==> config.mk <==
export PLATFORM = sky130hd
export DESIGN_NAME = ocd_decoder
export DESIGN_NICKNAME = d
export VERILOG_FILES = /design/src/core/ocd_len_table.v /design/src/core/ocd_field_split.v /design/src/core/ocd_decoder.v
export VERILOG_INCLUDE_DIRS = /design/src /design/src/core
export SDC_FILE = /design/constraint.sdc
export NUM_CORES = 1
export LEC_CHECK = 0
export BUFFER_PORTS_ARGS = -buffer_cell sky130_fd_sc_hd__buf_2
export CAP_MARGIN = 10
export CORE_UTILIZATION = 47
export DETAILED_ROUTE_END_ITERATION = 10
export PLACE_DENSITY = 0.78
export SETUP_SLACK_MARGIN = 0.4
export SYNTH_ARGS = -nofsm -noshare
export SYNTH_HDL_FRONTEND = slang
export SYNTH_HIERARCHICAL = 1
export SYNTH_SLANG_ARGS = --single-unit
==> constraint.sdc <==
create_clock -name sys_clk -period 1.4 [get_ports sys_clk]
set_input_delay 0.21 -clock sys_clk [delete_from_list [all_inputs] [get_ports sys_clk]]
set_output_delay 0.21 -clock sys_clk [all_outputs]
set_load 0.03 [all_outputs]
==> src/core/ocd_defines.vh <==
// constants for the opcode decoder front end
// assumes inclusion by bare name from the core design files
`ifndef OCD_DEFINES_VH
`define OCD_DEFINES_VH

`define OCD_LEN_1 2'h1
`define OCD_LEN_2 2'h2
`define OCD_LEN_3 2'h3

// instruction classes
`define OCD_CLS_OTHER 2'h0
`define OCD_CLS_COPY 2'h1
`define OCD_CLS_PUSH 2'h2
`define OCD_CLS_POP 2'h3

// clock-cycle counts of the decoded groups
`define OCD_CYC_COPY 5'h05
`define OCD_CYC_PUSH 5'h0B
`define OCD_CYC_POP 5'h0A

// field positions
`define OCD_DST_HI 5
`define OCD_DST_LO 3
`define OCD_RP_HI 5
`define OCD_RP_LO 4

`define OCD_PC_RST 16'h0000

`endif

==> src/core/ocd_len_table.v <==
// opcode to instruction length and class lookup
// assumes the raw fetched byte at its input; purely combinational
`timescale 1ns/1ps
`default_nettype none
`include "ocd_defines.vh"
module ocd_len_table (
  input wire [7:0] opcode,   // first byte of instruction
  output reg [1:0] ilen,     // bytes in instruction
  output reg [1:0] icls      // decoded group
);
  // length follows the operation; unknown groups default to one byte
  always @* begin
    ilen = `OCD_LEN_1;
    icls = `OCD_CLS_OTHER;
    // memory forms (field 6 on either side) are slower and not plain register copies
    if (opcode[7:6] == 2'h1 && opcode[5:3] != 3'h6 && opcode[2:0] != 3'h6) begin
      icls = `OCD_CLS_COPY;
    end else if (opcode[7:6] == 2'h3 && opcode[3:0] == 4'h5) begin
      icls = `OCD_CLS_PUSH;
    end else if (opcode[7:6] == 2'h3 && opcode[3:0] == 4'h1) begin
      icls = `OCD_CLS_POP;
    end
    // immediate and port instructions carry one operand byte
    if ((opcode[7:6] == 2'h0 && opcode[2:0] == 3'h6) ||
        (opcode[7:6] == 2'h3 && opcode[2:0] == 3'h6) ||
        opcode == 8'hD3 || opcode == 8'hDB) begin
      ilen = `OCD_LEN_2;
    end
    // jumps, calls, pair immediates and direct load/store
    if ((opcode[7:6] == 2'h3 && opcode[2:0] == 3'h2) ||
        (opcode[7:6] == 2'h3 && opcode[2:0] == 3'h4) ||
        opcode == 8'hC3 || opcode == 8'hCD ||
        (opcode[7:6] == 2'h0 && opcode[3:0] == 4'h1) ||
        opcode == 8'h22 || opcode == 8'h2A ||
        opcode == 8'h32 || opcode == 8'h3A) begin
      ilen = `OCD_LEN_3;
    end
  end
endmodule
`default_nettype wire

==> src/core/ocd_field_split.v <==
// splits a copy or stack opcode into its register fields
// assumes the opcode is stable while the outputs are used
`timescale 1ns/1ps
`default_nettype none
`include "ocd_defines.vh"
module ocd_field_split (
  input wire [7:0] opcode,    // raw fetched byte
  output wire [2:0] dst_sel,  // dest_reg_field
  output wire [2:0] src_sel,  // src_reg_field
  output wire [1:0] pair_sel  // 0 b/c, 1 d/e, 2 h/l, 3 accumulator_and_flags_word
);
  // fields are straight bit slices of the opcode
  assign dst_sel = opcode[`OCD_DST_HI:`OCD_DST_LO];
  assign src_sel = opcode[2:0];
  assign pair_sel = opcode[`OCD_RP_HI:`OCD_RP_LO];
endmodule
`default_nettype wire

==> src/core/ocd_decoder.v <==
// instruction fetch sequencer and opcode decoder front end
// assumes program memory answers a fetch request with mem_valid later
// What this block does
// - all data handled as 8-bit unsigned bytes
// - instruction length is one, two or three
// - first byte is opcode, selects later layout
// - copy, stack, alu and others are single byte
// - immediate and port instructions take two bytes
// - jump, call, direct load/store take three
// - second byte is low address or operand
// - third byte is high half of word
// - bus uses positive logic, high is one
// - 01dddsss with neither field 6 copies source to destination, 5 cycles
// - 11rp0001 restores pair from stack, 10 cycles
`timescale 1ns/1ps
`default_nettype none
`include "ocd_defines.vh"
module ocd_decoder (
  input wire sys_clk,          // processor clock
  input wire nrst,             // async reset, active low
  input wire [7:0] mem_data,   // byte from program memory
  input wire mem_valid,        // mem_data holds requested byte
  input wire exec_done,        // execution finished, start next fetch
  output wire mem_req,         // fetch request, level
  output reg [15:0] mem_addr,  // fetch address
  output reg [7:0] opcode_r,   // latched opcode
  output reg [1:0] ilen_r,     // instruction length
  output reg [7:0] operand_r,  // second byte
  output reg [15:0] word_r,    // high:low of three-byte form
  output reg [1:0] icls_r,     // decoded group
  output reg [2:0] dst_r,      // dest_reg_field
  output reg [2:0] src_r,      // src_reg_field
  output reg [1:0] pair_r,     // stack pair code
  output reg [4:0] cycles_r,   // clock cycles of decoded group, 0 if unknown
  output reg len_valid_r,      // ilen_r valid
  output reg instr_valid_r     // whole instruction assembled, level
);
  localparam ST_OP = 2'h0;
  localparam ST_B2 = 2'h1;
  localparam ST_B3 = 2'h2;
  localparam ST_EXE = 2'h3;

  reg [1:0] state_r;
  reg [1:0] state_nxt;
  reg [15:0] pc_r;
  wire [1:0] tbl_len;
  wire [1:0] tbl_cls;
  wire [2:0] f_dst;
  wire [2:0] f_src;
  wire [1:0] f_pair;
  reg [4:0] cyc_sel;

  // lookup runs on the raw byte so length is ready at the latch edge
  ocd_len_table u_tbl (
    .opcode(mem_data),
    .ilen(tbl_len),
    .icls(tbl_cls)
  );

  ocd_field_split u_split (
    .opcode(mem_data),
    .dst_sel(f_dst),
    .src_sel(f_src),
    .pair_sel(f_pair)
  );

  // cycle count per group
  always @* begin
    case (tbl_cls)
      `OCD_CLS_COPY: cyc_sel = `OCD_CYC_COPY;
      `OCD_CLS_PUSH: cyc_sel = `OCD_CYC_PUSH;
      `OCD_CLS_POP: cyc_sel = `OCD_CYC_POP;
      default: cyc_sel = 5'h00;
    endcase
  end

  // request bytes in every fetch state; bus levels are plain positive logic
  assign mem_req = (state_r != ST_EXE);

  // next state from length; extra bytes only for two- and three-byte forms
  always @* begin
    state_nxt = state_r;
    case (state_r)
      ST_OP: begin
        if (mem_valid) begin
          state_nxt = (tbl_len == `OCD_LEN_1) ? ST_EXE : ST_B2;
        end
      end
      ST_B2: begin
        if (mem_valid) begin
          state_nxt = (ilen_r == `OCD_LEN_3) ? ST_B3 : ST_EXE;
        end
      end
      ST_B3: begin
        if (mem_valid) begin
          state_nxt = ST_EXE;
        end
      end
      ST_EXE: begin
        if (exec_done) begin
          state_nxt = ST_OP;
        end
      end
      default: state_nxt = ST_OP;
    endcase
  end

  // state, program counter and byte capture
  always @(posedge sys_clk or negedge nrst) begin
    if (!nrst) begin
      state_r <= ST_OP;
      pc_r <= `OCD_PC_RST;
      mem_addr <= `OCD_PC_RST;
      opcode_r <= 8'h00;
      ilen_r <= 2'h0;
      operand_r <= 8'h00;
      word_r <= 16'h0000;
      icls_r <= 2'h0;
      dst_r <= 3'h0;
      src_r <= 3'h0;
      pair_r <= 2'h0;
      cycles_r <= 5'h00;
      len_valid_r <= 1'b0;
      instr_valid_r <= 1'b0;
    end else begin
      state_r <= state_nxt;
      // each taken byte steps the counter, so bytes come in rising order
      if (mem_valid && state_r != ST_EXE) begin
        pc_r <= pc_r + 16'h0001;
        mem_addr <= pc_r + 16'h0001;
      end
      case (state_r)
        ST_OP: begin
          instr_valid_r <= 1'b0;
          if (mem_valid) begin
            opcode_r <= mem_data;
            ilen_r <= tbl_len;
            len_valid_r <= 1'b1;
            icls_r <= tbl_cls;
            dst_r <= f_dst;
            src_r <= f_src;
            pair_r <= f_pair;
            cycles_r <= cyc_sel;
            operand_r <= 8'h00;
            word_r <= 16'h0000;
            if (tbl_len == `OCD_LEN_1) begin
              instr_valid_r <= 1'b1;
            end
          end
        end
        ST_B2: begin
          if (mem_valid) begin
            operand_r <= mem_data;
            word_r[7:0] <= mem_data;
            if (ilen_r == `OCD_LEN_2) begin
              instr_valid_r <= 1'b1;
            end
          end
        end
        ST_B3: begin
          if (mem_valid) begin
            word_r[15:8] <= mem_data;
            instr_valid_r <= 1'b1;
          end
        end
        ST_EXE: begin
          if (exec_done) begin
            instr_valid_r <= 1'b0;
            len_valid_r <= 1'b0;
          end
        end
        default: begin
          instr_valid_r <= 1'b0;
        end
      endcase
    end
  end
endmodule
`default_nettype wire

### Word-level counts from Yosys, hierarchy flattened

Index checks and enable logic that the tools add are counted.

* register bits: 69
* bits of input ports: 12
* output and inout port bits: 68
* word-level logic and storage cells: 106

* $add $sub $neg: 1
* eq/ne operators: 32
* muxes and demuxes: 27
* reductions and logical operators: 32

Operators by type and width (count)
* 8-bit one-hot mux with 2 select lines: 3
* 8-bit by 6-bit == test with 1-bit output, second input constant: 4
* 8-bit == test, second input constant: 4
* 2-bit two-way mux: 10
* 16-bit by 1-bit adder with 16-bit output, second input constant: 1
* 16-bit two-way mux: 1
* 8-bit two-way mux: 2
* 2-bit == test, second input constant: 7
* 2-bit != test, second input constant: 6
* 4-bit one-hot mux with 3 select lines: 1
* 1-bit logical OR: 11
* 1-bit logical AND: 10
* 3-bit AND reduction: 3
* 2-bit by 1-bit == test with 1-bit output, second input constant: 4
* 2-bit one-hot mux with 4 select lines: 1
* 4-bit AND reduction: 2
* 1-bit two-way mux: 7
* 3-bit == test, second input constant: 2
* 3-bit != test, second input constant: 2
* 2-bit nonzero test: 3
* 4-bit by 1-bit == test with 1-bit output, second input constant: 1
* 4-bit by 3-bit == test with 1-bit output, second input constant: 1
* 2-bit logical NOT: 2
* 1-bit one-hot mux with 4 select lines: 1
* other kinds (3): 3

### Depth between registers and ports, before layout

Gate-level depths: netlist of run 1.

* word-level depth: 15
* gate-level depth with buffers: 8
* gate-level depth less buffers: 8

### Cells and area by module

Netlist of run 1, hierarchy kept.

Modules (own cells, without submodules)
* ocd_decoder: times used 1, cells an instance 218, area each 2692.6 µm², sequential area each 1476.4 µm²
* ocd_len_table: times used 1, cells an instance 24, area each 165.2 µm², sequential area each 0.0 µm²
* ocd_field_split: times used 1, cells an instance 8, area each 60.1 µm², sequential area each 0.0 µm²

### Worst setup path after synthesis of run 1

Ideal clock, no wire load.

* path type: input -> register
* start point: input mem_data[1]
* end point: register cycles_r[0]
* setup time: 0.125 ns
* arrival time: 1.511 ns
* data required time: 1.275 ns
* path slack: -0.236 ns
* cell stages on the path: 6
* buffers on the path: 1
* cell sequence: buf_4 > o41ai_1 > o2bb2ai_1 > inv_1 > ha_1 > mux2_4

* word-level cells in the longest chain between the ends: 7
* elaborated cells on any way between the ends: 13
* those cells by class: eq/ne: 6; mux: 4; reduce/logical: 3

Ends and longest elaborated chain
* from (decl): line ocd_decoder.v:21 `input wire [7:0] mem_data,`
* 4-bit by 1-bit == test with 1-bit output: line ocd_len_table.v:20 `end else if (opcode[7:6] == 2'h3 && opcode[3:0] == 4'h1) begin`
* 1-bit logical AND: line ocd_len_table.v:20
* 2-bit two-way mux: line ocd_len_table.v:20
* 2-bit two-way mux: line ocd_len_table.v:18 `end else if (opcode[7:6] == 2'h3 && opcode[3:0] == 4'h5) begin`
* 2-bit two-way mux (*): line ocd_len_table.v:16 `if (opcode[7:6] == 2'h1 && opcode[5:3] != 3'h6 && opcode[2:0] != 3'h6) begin`
* net tbl_cls[0]: line ocd_decoder.v:47 `wire [1:0] tbl_cls;`
* 2-bit == test or 2-bit by 1-bit == test with 1-bit output (tied branches): line ocd_decoder.v:69 `case (tbl_cls)`
* 4-bit one-hot mux with 3 select lines (*): line ocd_decoder.v:69
* net cyc_sel[0]: line ocd_decoder.v:51 `reg [4:0] cyc_sel;`
* to (signal assigned): line ocd_decoder.v:143 `cycles_r <= cyc_sel;`
* to (decl): line ocd_decoder.v:34 `output reg [4:0] cycles_r,`

The timed path passes the listed nets; every way through them passes the cells marked *.
A chain may end at the register's enable or synchronous reset.

### Worst setup path after layout of run 1

* start point: register state_r[0]
* end point: register word_r[2]

* word-level cells in the longest chain between the ends: 3
* elaborated cells on any way between the ends: 7
* those cells by class: eq/ne: 3; mux: 1; reduce/logical: 3

Ends and longest elaborated chain
* from (decl): line ocd_decoder.v:43 `reg [1:0] state_r;`
* from (signal assigned): line ocd_decoder.v:126 `state_r <= state_nxt;`
* 2-bit by 1-bit == test with 1-bit output or 2-bit logical NOT (tied branches): line ocd_decoder.v:132 `case (state_r)`
* 2-bit != test (no source line) or 2-bit nonzero test (tied branches)
* 3-bit AND reduction (no source line)
* to (signal assigned): line ocd_decoder.v:154 `word_r[7:0] <= mem_data;`
* to (decl): line ocd_decoder.v:29 `output reg [15:0] word_r,`

Several ways; a longest one is shown, not always the timed one.

==> out/qor.txt, run 1 <==
CTS Buf Count -> 9
Logic pwr share -> 56.7%
Leak -> 2.384 nW
Via count -> 2592
Final std cells w/o fill -> 477
P_sw -> 4.619 mW
Core Area -> 0.005956 sq mm
RSZ-0062 raised after global routing -> yes
Clock Power Share -> 16.8%
Area delta synth->final -> 65.65%
Clock Sinks -> 59
Max-capacitance violation count -> 0
Synth Register Bits -> 59
Largest incremental delay on the critical path -> 490 ps
Die width -> 80.79 um
Cells after synthesis -> 250
Gr ovfl total -> 0
Via/cell ratio -> 5.434
GRT Util Overall -> 26.48%
Fmax -> 627.0 MHz
Sw Share -> 39.80%
Power Total -> 11.60 mW
Initial antenna violation count -> 0
Peak supply drop -> 0.001670 V
Vias in the first global route -> 2614
Setup WS pre-CTS -> -304.3 ps
CTS H-tree lvls -> 3
WP data arrival -> 1830 ps
Clk_lat worst skew -> 340 ps
Clock Path Buffers -> 2
PD cells -> 2401 mW/mm^2
Slowest cell on the critical path -> dfrtp_2
Register area share after synthesis -> 50.60%
Worst setup margin -> -195.0 ps
Area leader, netlist -> dfrtp_1
Worst path most repeated cell -> buf_4
DRT antenna net count -> 0
Tcrit/Tclk final -> 113.9%
Setup Skew -> 20.95 ps
Maximum fanout along the worst path -> 7
Gpl congestion -> 0.7619
FFs w/ async S/R, synth -> 100.0%
Cells after DPL -> 413
Internal power -> 6.985 mW
Crit path cell chain -> buf_4 -> buf_4 -> ha_4 -> o21ai_4 -> clkbuf_16 -> nand2_1 -> o21ai_0
Ports -> 80
Top post-synthesis cells by area -> dfrtp_1 51%, mux2_4 7.2%, buf_4 5.7%, ha_1 4.7%, xnor2_1 4.2%
Largest net degree at the start of global routing -> 60
DR pass1 iterations -> 4
Post-synth top flop -> dfrtp_1
Die Area -> 0.006527 sq mm
Post-layout instance area -> 0.004833 sq mm
Antenna cells -> 0
Met1 Wirelength -> 3.537 mm
Failing checks -> setup timing
Share of the synthesized area in the top cell type -> 50.60%
Endpoints failing setup -> 51
Hold Path Class -> in2reg
Initial Util -> 48.99%
Final min period -> 1595 ps
CP startpoint kind -> register
Kind of critical path -> reg2reg
Layout cells sized above 1 -> 61.44%
Synth warn -> 6
Kind of end point of the critical path -> register
DRC viols -> 0
Finished Core Util -> 81.16%
Status -> finished with violations
Setup TNS -> -4792 ps
Clk pin slew, worst setup/hold paths -> 70 ps
Uppermost routed layer -> met4
Syn_nets -> 273
Post-DP HPWL -> 4.494 mm
Port Buf Inserts -> 78
Routed length on met3 -> 497 um
Reg power frac -> 26.4%
Fin Hold WS -> 180.8 ps
First-pass GRT wire length -> 12.70 mm
Routed WL per cell -> 18.71 um
Post-synth EDFFs -> 0
Slew Limit Fails -> 0
Detailed Route WL -> 8.927 mm
Height of the die -> 80.79 um
Syn Area/Cell -> 11.67 sq um
CTS tree -> yes
Clock Root Buffer -> clkbuf_8
Synthesized area -> 0.002918 sq mm
Fin nets -> 420
Routed wl met2 -> 4.545 mm
Critical Path RT -> 1640 ps
DP Area -> 0.003620 sq mm
Cell Rows -> 28
Final Hold Fails -> 0
Unique masters post-synth -> 45
1st-iter DRT viols -> 209
power by group through the flow:
stage / combinational, mW / clock [mW] / sequential [mW]
after global placement: 4.34 / 0 / 2.86
after global routing: 6.90 / 2.05 / 3.13
final: 6.59 / 1.95 / 3.07
after floorplan: 2.03 / 0 / 4.02
after detailed placement: 4.41 / 0 / 2.89
after CTS: 5.97 / 1.96 / 3.02
cell usage after synthesis, types with 2 or more instances:
master,n
nor3_1,2
and3b_1,2
nand4_1,2
a21oi_1,3
ha_1,11
and2_1,4
o21ai_0,13
inv_1,6
and3_1,2
mux2_4,14
nand2_1,32
buf_2,2
and4_1,2
dfrtp_1,59
nor2_1,4
nand3_1,6
nor2b_1,2
a22o_1,8
buf_4,22
mux2_2,9
xnor2_1,14
o21ai_1,4
xor2_1,2
nand2b_1,4
metal layers:
| layer | global-route usage [%] | up-vias |
|---|---|---|
| li1 | - | 1143 |
| met1 | 31.46 | 1289 |
| met2 | 43.31 | 122 |
| met3 | 7.191 | 38 |
| met4 | 15.18 | 0 |
| met5 | 0 | - |
cell type report:
cell class | count | area [sq um]
clock buffers | 10 | 137.6
fillers | 293 | 1122
multi-input cells | 159 | 1448
inverters | 6 | 27.53
clock inverters | 6 | 111.4
well taps | 75 | 93.84
flip-flops and latches | 59 | 1486
repair buffers | 162 | 1529
worst max-delay path, delay by kind of cell (launching register included):
| family | cells | cell delay [ps] |
|---|---|---|
| compound gates | 2 | 290 |
| fa+ha+maj | 1 | 170 |
| buf+inv | 3 | 490 |
| flops | 1 | 490 |
| simple gates | 1 | 70 |
cell usage in the layout, fill, tap and decap left out, types with 4 or more instances in the layout:
cell	n
xnor2_1	11
ha_4	5
buf_4	73
nand3_2	4
dfrtp_1	51
a22o_1	8
nand2_1	28
mux2_4	17
o21ai_1	11
buf_12	4
buf_2	11
dfrtp_2	8
mux2_2	6
ha_1	4
clkbuf_8	10
buf_6	72
flip-flops by register name (all words and copies together), names as in the netlist, 2 cells and up:
register  count
pc_r         16
word_r       16
opcode_r      8
cycles_r      3
dst_r         3
src_r         3
icls_r        2
ilen_r        2
pair_r        2
state_r       2
kinds of logic after synthesis:
family | count (synthesis) | share of synthesized area (%)
XOR/XNOR | 16 | 4.803
flip-flops | 59 | 50.60
AND/OR/NAND/NOR | 71 | 12.99
other | 1 | 0.1285
AO/OA/AOI/OAI | 36 | 8.448
multiplexers | 24 | 11.02
adder cells (fa/ha/maj) | 11 | 4.717
buffers and inverters | 32 | 7.290
repair_timing:
item / in CTS / in global routing
gates cloned: 0 / 1
buffers inserted: 31 / 15
setup endpoints to repair: 126 / 126
hold buffers: 1 / 0
resized for setup: 164 / 14
endpoints found under the hold margin: 59 / 0
pin swaps: 13 / 10
final timing paths:
path | start | to | slack, ps | depth (start not counted)
max | state_r[0]$_DFFE_PN0P_ | word_r[2]$_DFFE_PN0P_ | -200 | 7
min | exec_done | len_valid_r$_DFFE_PN0P_ | 180 | 4
max reg2reg | state_r[0]$_DFFE_PN0P_ | word_r[2]$_DFFE_PN0P_ | -200 | 7
min reg2reg | pc_r[5]$_DFFE_PN0P_ | pc_r[5]$_DFFE_PN0P_ | 490 | 1
max in group asynchronous | nrst | state_r[1]$_DFFE_PN0P_ | 700 | 3
min in group asynchronous | nrst | pc_r[5]$_DFFE_PN0P_ | 410 | 3
Power figures use the tool's default switching activity.
==> inputs of run 2 (changes only) <==
--- a/config.mk
+++ b/config.mk
@@ -12,6 +12,7 @@
 export DETAILED_ROUTE_END_ITERATION = 10
 export PLACE_DENSITY = 0.78
 export SETUP_SLACK_MARGIN = 0.4
+export SKIP_CTS_REPAIR_TIMING = 1
 export SYNTH_ARGS = -nofsm -noshare
 export SYNTH_HDL_FRONTEND = slang
 export SYNTH_HIERARCHICAL = 1
==> run 2 against run 1 <==
  * The flow still finishes with violations (setup timing)
  * Clock power about the same
  * Worst hold slack worse by 15 ps
  * Sequential power about the same
  * Critical path depth down 2
  * Power down 5.0%
  * Clock skew down 8.0 ps
  * Via count down 5.6%
  * Setup slack better by 22 ps
  * Combinational power down 8.6%
  * Sequential share of layout area up 1.3 points
  * Critical endpoint is now state_r[1]$_DFFE_PN0P_
==> out/qor.txt, run 2 (synthesized netlist as in run 1, its figures left out) <==
Vias in the first global route -> 2073 (-21%)
Routed WL per cell -> 17.04 um (-8.9%)
Core Area -> 0.005956 sq mm (unchanged)
R2R Setup Slk -> -170 ps (+20 ps)
Fmax -> 635.7 MHz (+1.4%)
Commonest non-fill, non-tap cell in the layout -> buf_6
CTS Buf Count -> 9 (unchanged)
CTS tree -> yes
Kind of end point of the critical path -> register
Top Registers -> pc_r: 16 flops, word_r: 16 flops, opcode_r: 8 flops
Status -> finished with violations
Maximum fanout along the worst path -> 5 (-2)
Gr ovfl total -> 0 (unchanged)
Gpl congestion -> 0.7619 (unchanged)
Detailed Route WL -> 7.874 mm (-12%)
Layout cells sized above 1 -> 59.17% (-2.3 points)
Final std cells w/o fill -> 462 (-3.1%)
Multi-input logic area -> 0.001398 sq mm (-3.5%)
Routed wl met2 -> 3.943 mm (-13%)
Largest net degree at the start of global routing -> 60 (unchanged)
Cells after DPL -> 413 (unchanged)
WP data arrival -> 1780 ps (-50 ps)
DRC viols -> 0 (unchanged)
Ports -> 80 (unchanged)
Kind of critical path -> reg2reg
DR pass1 iterations -> 4 (unchanged)
Register Area -> 0.001488 sq mm (about the same)
Port Buf Inserts -> 78 (unchanged)
First-pass GRT wire length -> 10.13 mm (-20%)
Antenna cells -> 0 (unchanged)
Peak supply drop -> 0.001582 V (-5.3%)
Clk_lat worst skew -> 340 ps (about the same)
Commonest cells after routing, fill and taps aside -> 68 x buf_6, 62 x buf_4, 50 x dfrtp_1, 28 x nand2_1, 15 x mux2_4
RSZ-0062 raised after global routing -> yes
Hold Path Class -> in2reg
Clock Path Buffers -> 2 (unchanged)
Leak -> 2.264 nW (-5.0%)
Area delta synth->final -> 58.92%
Worst setup margin -> -173.0 ps (+22.03 ps)
CTS H-tree lvls -> 3 (unchanged)
Via/cell ratio -> 5.299 (-2.5%)
RR Startpoint -> state_r[0]$_DFFE_PN0P_
Clock Root Buffer -> clkbuf_8
Fin nets -> 405 (-3.6%)
Die width -> 80.79 um (unchanged)
Setup TNS -> -3000 ps (+1792 ps)
Height of the die -> 80.79 um (unchanged)
PD cells -> 2377 mW/mm^2 (-1.0%)
Critical path endpoint -> state_r[1]$_DFFE_PN0P_
Via count -> 2448 (-5.6%)
Initial antenna violation count -> 0 (unchanged)
Endpoints failing setup -> 40 (-22%)
Met1 Wirelength -> 3.495 mm (-1.2%)
Die Area -> 0.006527 sq mm (unchanged)
Tcrit/Tclk final -> 112.4% (-1.6 points)
1st-iter DRT viols -> 202 (-3.3%)
DRT antenna net count -> 0 (unchanged)
Fillers -> 340 (+16%)
Final min period -> 1573 ps (-22.03 ps)
Routed length on met3 -> 318 um (-36%)
Cell Rows -> 28 (unchanged)
Post-DP HPWL -> 4.494 mm (unchanged)
CP startpoint kind -> register
Slew Limit Fails -> 0 (unchanged)
Max-capacitance violation count -> 0 (unchanged)
Critical Path RT -> 1610 ps (-30 ps)
Initial Util -> 48.99% (unchanged)
Clock Sinks -> 59 (unchanged)
R2r worst-path depth -> 5 (-2)
Post-layout instance area -> 0.004637 sq mm (-4.1%)
Setup Skew -> 12.92 ps (-8.029 ps)
GRT Util Overall -> 20.79% (-5.7 points)
Hold path start -> exec_done
DP Area -> 0.003620 sq mm (unchanged)
Reg-to-reg endpoint -> state_r[1]$_DFFE_PN0P_
Clk pin slew, worst setup/hold paths -> 70 ps (about the same)
Failing checks -> setup timing
Uppermost routed layer -> met4
Final Hold Fails -> 0 (unchanged)
Crit. Startpoint -> state_r[0]$_DFFE_PN0P_
## run 2: per-layer routing
metal	vias to the layer above	global-route usage [%]
li1	1110	-
met1	1248	28.42
met2	78	31.61
met3	12	4.831
met4	0	9.107
met5	-	0
## run 2: critical path, stage by stage (launching register included)
cell and delay (ps):
dfrtp_2 480, inv_4 100, ha_2 200, nor3_2 60, o21ai_2 250, mux2_2 370
## run 2: how the worst min path moves through the flow
stage                                    endpoint  slack (ps)  depth (start not counted)
after detailed placement      pc_r[5]$_DFFE_PN0P_         240                          2
after floorplan           cycles_r[0]$_DFFE_PN0P_         -90                          0
final                     len_valid_r$_DFFE_PN0P_         170                          4
after global placement        pc_r[5]$_DFFE_PN0P_         240                          2
after global routing      len_valid_r$_DFFE_PN0P_         160                          4
after CTS                     pc_r[7]$_DFFE_PN0P_        -120                          2
## run 2: power by group
group / internal [mW] / switching, mW
Combinational: 3.02 / 3.00
Clock: 1.23 / 0.701
Sequential: 2.37 / 0.691
## run 2: through the flow
stage          hold slack, ps  power (mW)  util [%]  setup slack, ps
3_3_place_gp            235.8       7.198     60.78           -242.5
4_1_cts                -121.6       9.259     64.96           -258.3
5_1_grt                 162.3       11.50     77.86           -219.1
6_report                165.8       11.02     77.86           -173.0
2_1_floorplan          -85.59       6.048         -           -143.0
3_5_place_dp            239.6       7.304     60.78           -304.3
## run 2: cell type report
cell class	instances	share of cell area, %
flip-flops and latches	59	32.08
clock inverters	6	2.402
multi-input cells	159	30.14
well taps	75	2.024
inverters	6	0.5936
clock buffers	10	2.968
repair buffers	147	29.79
